$ cat config.mk
export PLATFORM = sky130hd
export DESIGN_NAME = occ_top
export DESIGN_NICKNAME = d
export VERILOG_FILES = /design/src/inc/occ_pkg.sv /design/src/inc/occ_tb_if.sv /design/src/rtl/occ_timebase.sv /design/src/rtl/occ_top.sv
export VERILOG_INCLUDE_DIRS = /design/src /design/src/inc
export SDC_FILE = /design/constraint.sdc
export NUM_CORES = 1
export LEC_CHECK = 0
export BUFFER_PORTS_ARGS = -buffer_cell sky130_fd_sc_hd__buf_2
export CAP_MARGIN = 30
export CELL_PAD_IN_SITES_DETAIL_PLACEMENT = 0
export CELL_PAD_IN_SITES_GLOBAL_PLACEMENT = 2
export CORE_MARGIN = 3
export CORE_UTILIZATION = 37
export CTS_BUF_LIST = sky130_fd_sc_hd__clkbuf_16
export DETAILED_ROUTE_END_ITERATION = 12
export GPL_TIMING_DRIVEN = 0
export PLACE_DENSITY_LB_ADDON = 0.1
export SYNTH_ARGS = -nofsm -noshare
export SYNTH_HDL_FRONTEND = slang
export SYNTH_SLANG_ARGS = --single-unit
$ cat constraint.sdc
create_clock -name clk -period 2.8 [get_ports clk]
set_input_delay 0.7 -clock clk [delete_from_list [all_inputs] [get_ports clk]]
set_output_delay 0.7 -clock clk [all_outputs]
set_load 0.01 [all_outputs]
$ cat src/inc/occ_params.svh
// register map, field positions, reset values and mode codes of the compare channel
// assumes a 16-bit register port with word indices on a 3-bit address
`ifndef OCC_PARAMS_SVH
`define OCC_PARAMS_SVH

`define OCC_ADDR_W 3
`define OCC_DATA_W 16

`define OCC_ADDR_CTRL 3'h0
`define OCC_ADDR_PRI 3'h1
`define OCC_ADDR_SEC 3'h2
`define OCC_ADDR_IRQ_STAT 3'h3
`define OCC_ADDR_IRQ_MASK 3'h4
`define OCC_ADDR_STATE 3'h5

`define OCC_CTRL_IDLE_BIT 13
`define OCC_CTRL_FLT_BIT 4
`define OCC_CTRL_TSEL_BIT 3
`define OCC_CTRL_MODE_LSB 0

`define OCC_IRQ_W 2
`define OCC_IRQ_EVT_BIT 0
`define OCC_IRQ_FLT_BIT 1

`define OCC_RST_MODE 3'h0
`define OCC_RST_CMP 16'h0000
`define OCC_RST_IRQ 2'h0

`define OCC_MODE_OFF 3'h0
`define OCC_MODE_SET_HI 3'h1
`define OCC_MODE_SET_LO 3'h2
`define OCC_MODE_TOGGLE 3'h3
`define OCC_MODE_ONE_PULSE 3'h4
`define OCC_MODE_CONT_PULSE 3'h5
`define OCC_MODE_PWM 3'h6
`define OCC_MODE_PWM_FLT 3'h7

`define OCC_SYNC_STAGES 3

`endif

$ cat src/inc/occ_pkg.sv
// types shared by the compare channel modules
// assumes occ_params.svh on the include path
`include "occ_params.svh"

package occ_pkg;

    typedef enum logic [2:0] {
        OCC_M_OFF = `OCC_MODE_OFF,
        OCC_M_SET_HI = `OCC_MODE_SET_HI,
        OCC_M_SET_LO = `OCC_MODE_SET_LO,
        OCC_M_TOGGLE = `OCC_MODE_TOGGLE,
        OCC_M_ONE_PULSE = `OCC_MODE_ONE_PULSE,
        OCC_M_CONT_PULSE = `OCC_MODE_CONT_PULSE,
        OCC_M_PWM = `OCC_MODE_PWM,
        OCC_M_PWM_FLT = `OCC_MODE_PWM_FLT
    } occ_mode_t;

    typedef enum logic [1:0] {
        OCC_ST_IDLE,
        OCC_ST_WAIT_RISE,
        OCC_ST_WAIT_FALL,
        OCC_ST_DONE
    } occ_pulse_st_t;

endpackage

$ cat src/inc/occ_tb_if.sv
// link between the channel core and its time base selector
// assumes both ends run on the same clock
`timescale 1ns/100ps

interface occ_tb_if #(
    parameter int CNT_W = 16
);
    logic tsel;
    logic [CNT_W-1:0] cmp_a;
    logic [CNT_W-1:0] cmp_b;
    logic match_a;
    logic match_b;
    logic rollover;

    modport core (output tsel, output cmp_a, output cmp_b, input match_a, input match_b, input rollover);
    modport tbase (input tsel, input cmp_a, input cmp_b, output match_a, output match_b, output rollover);
endinterface

$ cat src/rtl/occ_timebase.sv
// time base selection and compare match detection
// assumes timer counts and period ticks come from logic on clk
`timescale 1ns/100ps

module occ_timebase #(
    parameter int CNT_W = 16
) (
    input wire logic clk,
    input wire logic rst_b,
    input wire logic [CNT_W-1:0] timer_a_count,
    input wire logic [CNT_W-1:0] timer_b_count,
    input wire logic timer_a_period_tick,
    input wire logic timer_b_period_tick,
    occ_tb_if.tbase tb
);
    logic [CNT_W-1:0] count;
    logic eq_a;
    logic eq_b;
    logic eq_a_q;
    logic eq_b_q;

    assign count = tb.tsel ? timer_b_count : timer_a_count; // RULE_11
    assign eq_a = (count == tb.cmp_a);
    assign eq_b = (count == tb.cmp_b);

    // a prescaled timer holds a value many cycles, so only the first cycle counts
    assign tb.match_a = eq_a && !eq_a_q;
    assign tb.match_b = eq_b && !eq_b_q;
    assign tb.rollover = tb.tsel ? timer_b_period_tick : timer_a_period_tick; // RULE_11

    always_ff @(posedge clk or negedge rst_b) begin
        if (!rst_b) begin
            eq_a_q <= 1'b0;
            eq_b_q <= 1'b0;
        end else begin
            eq_a_q <= eq_a;
            eq_b_q <= eq_b;
        end
    end
endmodule

$ cat src/rtl/occ_top.sv
// one output compare channel: control register, compare modes, pwm with fault, interrupt
// assumes timers and cpu idle come from logic on clk; the fault pin is asynchronous
//
// Summary of operation
// RULE_01 - mode 000 disables all compare activity
// RULE_02 - mode 011 toggles pin on each match
// RULE_03 - mode 100 starts low, one pulse
// RULE_04 - mode 101 starts low, repeated pulses
// RULE_05 - mode 110 is pwm, fault ignored
// RULE_06 - mode 111 is pwm, fault forces output
// RULE_07 - fault flag bit 4, read-only, hardware cleared
// RULE_08 - idle bit 13 halts channel in idle
// RULE_09 - mode 010 starts high, match drives low
// RULE_10 - mode 001 starts low, match drives high
// RULE_11 - timer select picks one of two timers
//
// Strobed register access and the placing of the registers were chosen for this implementation.
`timescale 1ns/100ps

module occ_top
    import occ_pkg::*;
#(
    parameter int CNT_W = 16
) (
    input wire logic clk,
    input wire logic rst_b,
    input wire logic [`OCC_ADDR_W-1:0] reg_addr,
    input wire logic [`OCC_DATA_W-1:0] reg_wdata,
    input wire logic reg_wr,
    input wire logic reg_rd,
    output logic [`OCC_DATA_W-1:0] reg_rdata,
    input wire logic [CNT_W-1:0] timer_a_count,
    input wire logic [CNT_W-1:0] timer_b_count,
    input wire logic timer_a_period_tick,
    input wire logic timer_b_period_tick,
    input wire logic cpu_idle,
    input wire logic fault_pin_b,
    output logic compare_output_pin,
    output logic compare_output_en,
    output logic irq
);
    occ_tb_if #(.CNT_W(CNT_W)) tbl ();

    occ_timebase #(.CNT_W(CNT_W)) u_tbase (
        .clk(clk),
        .rst_b(rst_b),
        .timer_a_count(timer_a_count),
        .timer_b_count(timer_b_count),
        .timer_a_period_tick(timer_a_period_tick),
        .timer_b_period_tick(timer_b_period_tick),
        .tb(tbl.tbase)
    );

    // control and compare registers
    logic idle_halt_select_q;
    logic timer_source_select_q;
    occ_mode_t compare_mode_field_q;
    logic fault_status_flag_q;
    logic fault_status_flag_d;
    logic [CNT_W-1:0] pri_cmp_q;
    logic [CNT_W-1:0] sec_cmp_q;
    logic [CNT_W-1:0] duty_q;
    logic [`OCC_IRQ_W-1:0] irq_stat_q;
    logic [`OCC_IRQ_W-1:0] irq_stat_d;
    logic [`OCC_IRQ_W-1:0] irq_mask_q;
    logic [`OCC_DATA_W-1:0] reg_rdata_q;
    logic [`OCC_DATA_W-1:0] rdata_d;

    // fault pin synchroniser
    logic [`OCC_SYNC_STAGES-1:0] flt_sync_q;
    logic fault_level_b_q;

    // output generation
    logic pin_q;
    logic pin_d;
    occ_pulse_st_t pulse_st_q;
    occ_pulse_st_t pulse_st_d;

    function automatic logic hit(input logic [`OCC_ADDR_W-1:0] a, input logic [`OCC_ADDR_W-1:0] target);
        hit = (a == target);
    endfunction

    // bus decode
    logic wr_ctrl;
    logic wr_pri;
    logic wr_sec;
    logic wr_stat;
    logic wr_mask;
    occ_mode_t wr_mode;
    logic mode_change;
    assign wr_ctrl = reg_wr && hit(reg_addr, `OCC_ADDR_CTRL);
    assign wr_pri = reg_wr && hit(reg_addr, `OCC_ADDR_PRI);
    assign wr_sec = reg_wr && hit(reg_addr, `OCC_ADDR_SEC);
    assign wr_stat = reg_wr && hit(reg_addr, `OCC_ADDR_IRQ_STAT);
    assign wr_mask = reg_wr && hit(reg_addr, `OCC_ADDR_IRQ_MASK);
    assign wr_mode = occ_mode_t'(reg_wdata[`OCC_CTRL_MODE_LSB +: 3]);
    // reinit only on a real mode change, so touching other control bits keeps the pin
    assign mode_change = wr_ctrl && (wr_mode != compare_mode_field_q);

    // channel activity
    logic running;
    logic is_pwm;
    logic fault_now;
    logic ev_a;
    logic ev_b;
    logic ev_roll;
    assign running = !(idle_halt_select_q && cpu_idle); // RULE_08
    assign is_pwm = (compare_mode_field_q == OCC_M_PWM) || (compare_mode_field_q == OCC_M_PWM_FLT);
    // a halted channel ignores the fault pin as well, so the pin really holds in idle
    assign fault_now = running && (compare_mode_field_q == OCC_M_PWM_FLT) && !fault_level_b_q; // RULE_06 RULE_05
    assign ev_a = running && tbl.match_a;
    assign ev_b = running && tbl.match_b;
    assign ev_roll = running && tbl.rollover;

    assign tbl.tsel = timer_source_select_q; // RULE_11
    // pwm compares against the latched duty, other modes against the primary value
    assign tbl.cmp_a = is_pwm ? duty_q : pri_cmp_q;
    assign tbl.cmp_b = sec_cmp_q;

    // output pin next value
    always_comb begin
        pin_d = pin_q;
        pulse_st_d = pulse_st_q;
        if (mode_change) begin
            case (wr_mode)
                OCC_M_SET_LO: pin_d = 1'b1; // RULE_09
                OCC_M_SET_HI: pin_d = 1'b0; // RULE_10
                OCC_M_ONE_PULSE, OCC_M_CONT_PULSE: begin
                    pin_d = 1'b0; // RULE_03 RULE_04
                    pulse_st_d = OCC_ST_WAIT_RISE;
                end
                default: pin_d = 1'b0;
            endcase
            if (wr_mode != OCC_M_ONE_PULSE && wr_mode != OCC_M_CONT_PULSE) begin
                pulse_st_d = OCC_ST_IDLE;
            end
        end else begin
            case (compare_mode_field_q)
                OCC_M_OFF: pin_d = 1'b0; // RULE_01
                OCC_M_SET_HI: begin
                    if (ev_a) begin
                        pin_d = 1'b1; // RULE_10
                    end
                end
                OCC_M_SET_LO: begin
                    if (ev_a) begin
                        pin_d = 1'b0; // RULE_09
                    end
                end
                OCC_M_TOGGLE: begin
                    if (ev_a) begin
                        pin_d = !pin_q; // RULE_02
                    end
                end
                OCC_M_ONE_PULSE, OCC_M_CONT_PULSE: begin
                    case (pulse_st_q)
                        OCC_ST_WAIT_RISE: begin
                            if (ev_a) begin
                                pin_d = 1'b1;
                                pulse_st_d = OCC_ST_WAIT_FALL;
                            end
                        end
                        OCC_ST_WAIT_FALL: begin
                            if (ev_b) begin
                                pin_d = 1'b0;
                                // single mode stops after one pulse
                                pulse_st_d = (compare_mode_field_q == OCC_M_CONT_PULSE) ?
                                    OCC_ST_WAIT_RISE : OCC_ST_DONE; // RULE_03 RULE_04
                            end
                        end
                        OCC_ST_DONE: pin_d = 1'b0; // RULE_03
                        default: pulse_st_d = OCC_ST_WAIT_RISE;
                    endcase
                end
                OCC_M_PWM, OCC_M_PWM_FLT: begin
                    if (fault_now || fault_status_flag_q) begin
                        pin_d = 1'b0; // RULE_06
                    end else if (ev_roll) begin
                        pin_d = (sec_cmp_q != `OCC_RST_CMP); // RULE_05
                    end else if (ev_a) begin
                        pin_d = 1'b0; // RULE_05
                    end
                end
                default: pin_d = 1'b0;
            endcase
        end
    end

    // fault flag: set on fault, cleared by hardware at a period end once the pin is quiet
    always_comb begin
        fault_status_flag_d = fault_status_flag_q;
        if (compare_mode_field_q != OCC_M_PWM_FLT || mode_change) begin
            fault_status_flag_d = 1'b0; // RULE_07
        end else if (fault_now) begin
            fault_status_flag_d = 1'b1; // RULE_07
        end else if (ev_roll) begin
            fault_status_flag_d = 1'b0; // RULE_07
        end
    end

    // sticky events; a new event wins over a write-one clear
    logic [`OCC_IRQ_W-1:0] irq_set;
    logic [`OCC_IRQ_W-1:0] irq_clr;
    logic chan_event;
    assign chan_event = is_pwm ? ev_roll : ((compare_mode_field_q != OCC_M_OFF) && (ev_a || ev_b));
    assign irq_set[`OCC_IRQ_EVT_BIT] = chan_event;
    assign irq_set[`OCC_IRQ_FLT_BIT] = fault_status_flag_d && !fault_status_flag_q;
    assign irq_clr = wr_stat ? reg_wdata[`OCC_IRQ_W-1:0] : `OCC_RST_IRQ;
    assign irq_stat_d = (irq_stat_q & ~irq_clr) | irq_set;
    assign irq = |(irq_stat_q & irq_mask_q);

    // read mux
    always_comb begin
        rdata_d = '0;
        case (reg_addr)
            `OCC_ADDR_CTRL: begin
                rdata_d[`OCC_CTRL_IDLE_BIT] = idle_halt_select_q;
                rdata_d[`OCC_CTRL_FLT_BIT] = fault_status_flag_q; // RULE_07
                rdata_d[`OCC_CTRL_TSEL_BIT] = timer_source_select_q;
                rdata_d[`OCC_CTRL_MODE_LSB +: 3] = compare_mode_field_q;
            end
            `OCC_ADDR_PRI: rdata_d[CNT_W-1:0] = pri_cmp_q;
            `OCC_ADDR_SEC: rdata_d[CNT_W-1:0] = sec_cmp_q;
            `OCC_ADDR_IRQ_STAT: rdata_d[`OCC_IRQ_W-1:0] = irq_stat_q;
            `OCC_ADDR_IRQ_MASK: rdata_d[`OCC_IRQ_W-1:0] = irq_mask_q;
            `OCC_ADDR_STATE: rdata_d[3:0] = {!fault_level_b_q, running, pulse_st_q == OCC_ST_DONE, pin_q};
            default: rdata_d = '0;
        endcase
    end

    assign reg_rdata = reg_rdata_q;
    assign compare_output_pin = pin_q;
    assign compare_output_en = (compare_mode_field_q != OCC_M_OFF); // RULE_01

    always_ff @(posedge clk or negedge rst_b) begin
        if (!rst_b) begin
            idle_halt_select_q <= 1'b0;
            timer_source_select_q <= 1'b0;
            compare_mode_field_q <= OCC_M_OFF;
        end else if (wr_ctrl) begin
            idle_halt_select_q <= reg_wdata[`OCC_CTRL_IDLE_BIT]; // RULE_08
            timer_source_select_q <= reg_wdata[`OCC_CTRL_TSEL_BIT]; // RULE_11
            compare_mode_field_q <= wr_mode;
        end
    end

    always_ff @(posedge clk or negedge rst_b) begin
        if (!rst_b) begin
            pri_cmp_q <= `OCC_RST_CMP;
            sec_cmp_q <= `OCC_RST_CMP;
        end else begin
            if (wr_pri) begin
                pri_cmp_q <= reg_wdata[CNT_W-1:0];
            end
            if (wr_sec) begin
                sec_cmp_q <= reg_wdata[CNT_W-1:0];
            end
        end
    end

    // duty taken only at a period end or on a mode change, so a mid-period write to the secondary value cannot glitch the pin
    always_ff @(posedge clk or negedge rst_b) begin
        if (!rst_b) begin
            duty_q <= `OCC_RST_CMP;
        end else if (mode_change || (ev_roll && is_pwm)) begin
            duty_q <= sec_cmp_q; // RULE_05
        end
    end

    always_ff @(posedge clk or negedge rst_b) begin
        if (!rst_b) begin
            pin_q <= 1'b0;
            pulse_st_q <= OCC_ST_IDLE;
            fault_status_flag_q <= 1'b0;
        end else begin
            pin_q <= pin_d;
            pulse_st_q <= pulse_st_d;
            fault_status_flag_q <= fault_status_flag_d;
        end
    end

    always_ff @(posedge clk or negedge rst_b) begin
        if (!rst_b) begin
            irq_stat_q <= `OCC_RST_IRQ;
            irq_mask_q <= `OCC_RST_IRQ;
        end else begin
            irq_stat_q <= irq_stat_d;
            if (wr_mask) begin
                irq_mask_q <= reg_wdata[`OCC_IRQ_W-1:0];
            end
        end
    end

    always_ff @(posedge clk or negedge rst_b) begin
        if (!rst_b) begin
            reg_rdata_q <= '0;
        end else if (reg_rd) begin
            reg_rdata_q <= rdata_d;
        end else begin
            reg_rdata_q <= '0;
        end
    end

    // pin idles high (no fault); level accepted only when stages two and three agree
    always_ff @(posedge clk or negedge rst_b) begin
        if (!rst_b) begin
            flt_sync_q <= '1;
            fault_level_b_q <= 1'b1;
        end else begin
            flt_sync_q <= {flt_sync_q[`OCC_SYNC_STAGES-2:0], fault_pin_b};
            if (flt_sync_q[1] == flt_sync_q[2]) begin
                fault_level_b_q <= flt_sync_q[2];
            end
        end
    end
endmodule

==> impl_results.md, run 1 <==
- Die W: approximately 120 um
- Number of global-route vias before repair: roughly 3700
- Fraction of registers with async set/reset: 100%
- Setup TNS: 0 ns
- Inst Count DP: roughly 660
- CTS Buffer Depth: 2
- CP Launch Type: flop
- Initial Utilization: a little under two fifths
- Synth top area share: between 40% and 50%
- Top post-synthesis cells by count: 79 x dfrtp_1, 54 x mux2_2, 27 x nor3_1
- Worst-Margin Slew: about 0.77 ns
- Clock transition at the registers of the reported paths: roughly 0.060 ns
- Max Freq: about 370 MHz
- Switching Fraction: ~33%
- Final Cycle Share: a little over nine tenths
- Area contributors post-synth: dfrtp_1 43%, mux2_2 13%, mux2i_1 5.0%
- Antenna-violating nets left: 0
- Switching power: 1470 uW
- Per-cell routed wire length: around 20 um
- Comb power frac: 33.3%
- Tot GR Track Use: 19.8%
- Sequential area share after synthesis: 45.4%
- Final number of hold-violating endpoints: 0
- Crit path kind: flop to flop
- Layout cells sized above 1: between 30% and 40%
- Full die area: approximately 14000 um^2
- TritonCTS clock tree: done
- Max-slew violation count: 0
- Synth Warn #: 0
- Finished Core Util: between 40% and 50%
- Status: finished, final reports clean
- DR DRC count: 0
- Clk root buf: clkbuf_16
- Final Critical Period: about 2.7 ns
- CTS H-tree lvls: 3
- Synth Cell Area: 4580 um^2
- Nets: between 500 and 600
- Slowest stage cell on the critical path: dfrtp_2
- DR vias: 3600
- Ant. Diodes: 0
- Yosys reg bits: 83
- Max_cap viols: 0
- Synth unique cells: 54
- Routability-driven placement congestion ratio: roughly 0.83
- Largest net degree at the start of global routing: between 40 and 50
- DRT Pass-1 Iters: 6
- Worst hold path class: primary input to asynchronous set/reset pin
- IO Pins: 78
- Routed wire length: between 10000 and 15000 um
- Pwr Density: 779 nW/um^2
- Crit. End Element: flop
- Clock power share: approximately 28%
- Top FF cell, synth: dfrtp_1
- Slowest stage delay, CP: roughly 0.43 ns
- Crit-path max FO: 5
- First-pass GRT wire length: 21100 um
- EDFF count, synth: 0
- Die span in y: 117 um
- Cell-internal power: 3020 uW
- Worst-case vdd ir drop: 0.331 mV
- Initial antenna violation count: 0
- Syn avg cell area: approximately 11 um^2
- Synthesized net count: around 470
- CTS Sinks: 83
- Vias/cell: 5.31
- Non-filler instance count after layout: approximately 680
- Placed cell areas: approximately 5200 um^2
- Clock Latency Late Sink: 0.34 ns
- Max_slew headroom: 48.9%
- Mapped Cells: 411
- Count leader, synth: dfrtp_1
- Total CTS buffers: 9
- Crit-path cells: clkbuf_16 -> mux2i_2 -> nor3_1 -> nor4b_2 -> and4_2 -> and3b_4 -> nand2b_4 -> a31oi_4 -> mux2_4
- Worst Path Required: around 3.0 ns
- Final Cell Area: 5760 um^2
- Port Buffers: 77
- Rows: 40
- Core Region: about 12000 um^2
- Post-DP HPWL: approximately 9600 um
- Final Setup Violations: 0
- Area Overhead vs Synth: 25.7%
- Worst Path Arrival: ~2.9 ns
- Final worst clock skew: between 0.003 and 0.004 ns
- Area leader, netlist: dfrtp_1
- Total grt overflow: 0
- Initial drt markers: roughly 200
- P_leak: 0.00256 uW
- Seq pwr share: ~39%
cell usage in the layout (no fill, tap or decap), drive strengths merged, types with 3 or more instances in the layout:
cell type / count
o21a: 8
a21boi: 16
o21ai: 12
dfrtp: 79
nor2: 20
buf: 92
nand2b: 6
nor4b: 8
inv: 11
ha: 4
nor4: 10
nor3: 27
nand3: 4
a31oi: 3
mux2i: 28
nand2: 12
and3: 16
mux2: 55
o211ai: 4
xor2: 3
a22oi: 10
xnor2: 16
a21oi: 8
dfstp: 4
nand4: 4
nor2b: 5
clkbuf: 21
power groups by stage:
stage / Clock, uW / Sequential [uW] / Combinational (uW)
6_report: 1230 / 1760 / 1490
5_1_grt: 1330 / 1800 / 1650
4_1_cts: 1270 / 1750 / 1380
3_5_place_dp: 0 / 1770 / 1350
3_3_place_gp: 0 / 1770 / 1330
2_1_floorplan: 0 / 1680 / 991
final cells by class:
type | count | area, um^2
well taps | 168 | 210
fillers | 1131 | 6300
flip-flops and latches | 83 | 2090
inverters | 8 | 30.0
clock buffers | 9 | 225
multi-input cells | 300 | 2530
clock inverters | 6 | 75.1
plain buffers | 20 | 129
repair buffers | 84 | 473
state kept, by name (all words and copies together), names as in the netlist, 2 cells and up:
register,flops
duty_q,16
pri_cmp_q,16
irq_mask_q,2
compare_mode_field_q,3
sec_cmp_q,16
reg_rdata,16
flt_sync_q,3
irq_stat_q,2
pulse_st_q,2
worst max-delay path: cells and delay by family (launching register included):
family | cells | cell delay, ns
DFF | 1 | 0.43
muxes | 2 | 0.65
buffers and inverters | 1 | 0.18
AOI/OAI and AO/OA | 1 | 0.10
and+or+nand+nor | 5 | 1.22
logic make-up after synthesis:
kind of cell             after synthesis  share of synthesized area [%]
XOR/XNOR                              19                           3.63
adder cells (fa/ha/maj)                5                           1.31
flip-flops                            83                           45.4
AO/OA/AOI/OAI                         72                           11.5
AND/OR/NAND/NOR                      121                           15.1
buffers and inverters                 28                           3.00
multiplexers                          83                           20.1
repair_timing:
| item | in CTS | in global routing |
|---|---|---|
| hold buffers | 0 | 0 |
| cloned | 0 | 1 |
| resized for setup | 6 | 29 |
| hold endpoints to repair | 0 | 0 |
| pin swaps | 1 | 7 |
| setup buffers | 1 | 2 |
| endpoints found under the setup margin | 12 | 13 |
stage by stage:
step / hold WS, ns / total power [uW] / setup slack, ns
floorplan: 0.345 / 2670 / 0.305
finish: 0.331 / 4490 / 0.0923
global placement: 0.347 / 3090 / -0.523
detailed placement: 0.350 / 3120 / -0.523
CTS: 0.345 / 4390 / 0.00444
global route: 0.363 / 4770 / -0.0000568
final timing paths:
kind	startpoint	end	slack (ns)	depth (start not counted)
min in group clk	flt_sync_q[0]	flt_sync_q[1]	0.36	0
max reg2reg	tbl.tsel	pulse_st_q[1]	0.09	9
max	tbl.tsel	pulse_st_q[1]	0.09	9
min	rst_b	reg_rdata[8]	0.33	1
max in group asynchronous	rst_b	flt_sync_q[2]	1.80	2
min reg2reg	flt_sync_q[0]	flt_sync_q[1]	0.36	0
routing by layer:
layer,part of all wire (%),GRT usage [%]
met2,44,28.4
met5,0,0
met4,1.1,6.82
met3,4.8,4.34
met1,50,29.6
Power figures use the tool's default switching activity.
==> run 2, diff against run 1 <==
--- a/config.mk
+++ b/config.mk
@@ -8,14 +8,15 @@
 export LEC_CHECK = 0
 export BUFFER_PORTS_ARGS = -buffer_cell sky130_fd_sc_hd__buf_2
 export CAP_MARGIN = 30
-export CELL_PAD_IN_SITES_DETAIL_PLACEMENT = 0
-export CELL_PAD_IN_SITES_GLOBAL_PLACEMENT = 2
+export CELL_PAD_IN_SITES_DETAIL_PLACEMENT = 1
+export CELL_PAD_IN_SITES_GLOBAL_PLACEMENT = 1
 export CORE_MARGIN = 3
-export CORE_UTILIZATION = 37
+export CORE_UTILIZATION = 39
 export CTS_BUF_LIST = sky130_fd_sc_hd__clkbuf_16
 export DETAILED_ROUTE_END_ITERATION = 12
 export GPL_TIMING_DRIVEN = 0
 export PLACE_DENSITY_LB_ADDON = 0.1
 export SYNTH_ARGS = -nofsm -noshare
 export SYNTH_HDL_FRONTEND = slang
+export SYNTH_HIERARCHICAL = 1
 export SYNTH_SLANG_ARGS = --single-unit
==> constraint.sdc (replaced) <==
create_clock -name clk -period 2.25 [get_ports clk]
set_input_delay 0.5625 -clock clk [delete_from_list [all_inputs] [get_ports clk]]
set_output_delay 0.5625 -clock clk [all_outputs]
set_load 0.01 [all_outputs]
==> run 2 against run 1 <==
Net effect: the run now ends with setup timing left; worst setup slack worse by 0.95 ns; fmax is 13% lower; non-clock buffer count is 7 higher; global-route usage is 0.92 points higher; sequential share of layout area is 0.46 points lower; final area is 1.2% higher; final cell count is 9.9% lower; clock power is 38% higher; register-to-register slack worse by 0.95 ns; hold slack worse by 0.22 ns; routed wire length is 2.2% lower; largest cell class unchanged; largest power group unchanged.
==> impl_results.md, run 2 <==
- Crit. End Element: flop
- First-pass GRT wire length: around 20000 um
- Total grt overflow: 0
- EDFF count, synth: 0
- Final Cycle Share: 138%
- Non-filler instance count after layout: 611
- DRT Pass-1 Iters: 4
- Yosys reg bits: between 80 and 90
- Failing checks: setup timing
- Sequential area share after synthesis: between 40% and 50%
- Worst hold path class: primary input to asynchronous set/reset pin
- DR DRC count: 0
- Ant. Diodes: 0
- Filler cells: ~1200
- Synth unique cells: 51
- Crit-path max FO: 5
- Worst-case vdd ir drop: roughly 0.50 mV
- Status: complete, but fails checks
- Clk root buf: clkbuf_16
- Final Critical Period: around 3.1 ns
- Pwr Density: ~1000 nW/um^2
- P_leak: about 0.0026 uW
- Count leader, synth: dfrtp_1
- Area contributors post-synth: dfrtp_1 44%, mux2_2 15%, xnor2_1 6.3%
- R2R cell count: 12
- Hold-fix buffers, CTS: 0
- Placed cell areas: 5120 um^2
- Final WS setup: -0.855 ns
- Post-Place Worst Slack: -1.07 ns
- Layout cells sized above 1: 49.7%
- Synth top area share: roughly 44%
- Max-slew violation count: 0
- Syn avg cell area: roughly 12 um^2
- Antenna-violating nets left: 0
- Synth Warn #: 6
- Max_cap viols: 0
- Final Setup Violations: 4
- Post-DP HPWL: 8730 um
- Initial Utilization: about two fifths
- Crit path kind: flop to flop
- Top post-synthesis cells by count: 79 x dfrtp_1, 61 x mux2_2, 32 x xnor2_1
- Per-cell routed wire length: between 20 and 25 um
- DR vias: between 3000 and 4000
- Max Freq: 322 MHz
- Nets: ~530
- Clock transition at the registers of the reported paths: about 0.060 ns
- Commonest non-fill, non-tap cell in the layout: buf_2
- Fraction of registers with async set/reset: 100%
- Die span in y: approximately 110 um
- Routed wire length: approximately 13000 um
- Worst Path Required: between 2 and 2.5 ns
- Tot GR Track Use: between 20 and 25%
- Port Buffers: between 70 and 80
- Finished Core Util: a little over half
- Full die area: between 10000 and 15000 um^2
- Initial antenna violation count: 0
- Mapped Cells: about 360
- Synth Cell Area: ~4500 um^2
- Total CTS buffers: 9
- CP Launch Type: flop
- Synthesized net count: 425
- RSZ-0062 raised after global routing: yes
- CTS Buffer Depth: 2
- Vias/cell: around 5.4
- CTS H-tree lvls: 3
- IO Pins: between 70 and 80
- Rows: 38
- Die W: around 110 um
- TritonCTS clock tree: done
- Inst Count DP: 579
- Clock Latency Late Sink: 0.35 ns
- CTS Sinks: 83
- Worst Path Arrival: between 3 and 4 ns
- Final number of hold-violating endpoints: 0
- Initial drt markers: around 150
- Area leader, netlist: dfrtp_1
- Max_slew headroom: roughly half
- Top FF cell, synth: dfrtp_1
- Most frequent cells in the layout: 79 x buf_2, 77 x dfrtp_1, 54 x mux2_2, 26 x xnor2_1, 18 x nor2_1
- Number of global-route vias before repair: ~3500
- Worst-Margin Slew: 0.760 ns
- Core Region: ~11000 um^2
- Final Cell Area: 5830 um^2
- Final worst clock skew: roughly 0.0066 ns
- Routability-driven placement congestion ratio: 0.801
- Area Overhead vs Synth: 30.1%
- Largest net degree at the start of global routing: just over 60
run 2: cell count changes in the layout (fill, tap and decap cells not counted), sizes merged, moves of 6 or more:
| cell | delta |
|---|---|
| and3 | -15 |
| nor3 | -24 |
| mux2 | +16 |
| o21ai | -7 |
| a21boi | -14 |
| inv | -7 |
| xnor2 | +16 |
| nor4b | -6 |
| o21a | -8 |
| buf | +10 |
run 2: worst max-delay path, stage by stage, from the launching register on:
cell	delay, ns
dfrtp_2	0.43
nand2_4	0.14
clkbuf_16	0.18
mux2_4	0.31
xnor2_2	0.16
nor4_4	0.38
and4_1	0.27
and2b_1	0.16
a21bo_2	0.24
a211oi_2	0.19
a21oi_2	0.11
a311o_1	0.27
a21boi_1	0.13
run 2: per-layer routing:
layer  part of all wire [%]  global-route usage, %
met1                     47                   29.3
met2                     47                   32.1
met3                    4.1                   3.26
met4                    2.2                   8.01
met5                      0                      0
run 2: layout make-up:
cell class              instances  area (um^2)  area share [%]
multi-input cells             257         2480            42.6
flip-flops and latches         83         2080            35.7
repair buffers                 95          588            10.1
clock buffers                   9          225            3.86
well taps                     140          175            3.00
plain buffers                  16          145            2.49
clock inverters                 7          116            1.99
inverters                       4         15.0           0.257
run 2: logic make-up (layout without fill, tap and decap cells):
kind of cell             Yosys count  count (layout)  synth area share, %
XOR/XNOR                          35              35                 6.84
buffers and inverters             22             131                 3.01
flip-flops                        83              83                 46.4
adder cells (fa/ha/maj)            5               5                 1.34
multiplexers                      98              98                 25.6
AND/OR/NAND/NOR                   76              76                 9.63
AO/OA/AOI/OAI                     43              43                 7.17
run 2: what timing repair did:
action,4_1_cts,5_1_grt
cloned,1,2
gates resized for setup,24,14
buffers inserted,6,9
pin swaps,6,9
setup endpoints to repair,5,29
run 2: worst paths after layout:
check,start,to,slack [ns]
setup / recovery,compare_mode_field_q[1],pulse_st_q[0],-0.86
hold / removal,rst_b,reg_rdata[1],0.11
setup reg to reg,compare_mode_field_q[1],pulse_st_q[0],-0.86
hold reg to reg,flt_sync_q[0],flt_sync_q[1],0.36
max in group asynchronous,rst_b,idle_halt_select_q,1.52
min in group clk,fault_pin_b,flt_sync_q[0],0.31
run 2: per-stage QoR:
| step | TNS (ns) | total power [uW] | hold slack (ns) |
|---|---|---|---|
| floorplan | -1.16 | 3370 | 0.267 |
| global placement | -20.00 | 3810 | 0.348 |
| detailed placement | -12.13 | 3880 | 0.352 |
| CTS | -2.57 | 5790 | 0.115 |
| global route | -3.03 | 6210 | 0.129 |
| finish | -2.66 | 5900 | 0.114 |
run 2: report_power, final:
group | switching, uW | total [uW] | internal [uW]
clock | 623 | 1700 | 1080
combinational | 881 | 1990 | 1110
sequential | 339 | 2200 | 1860
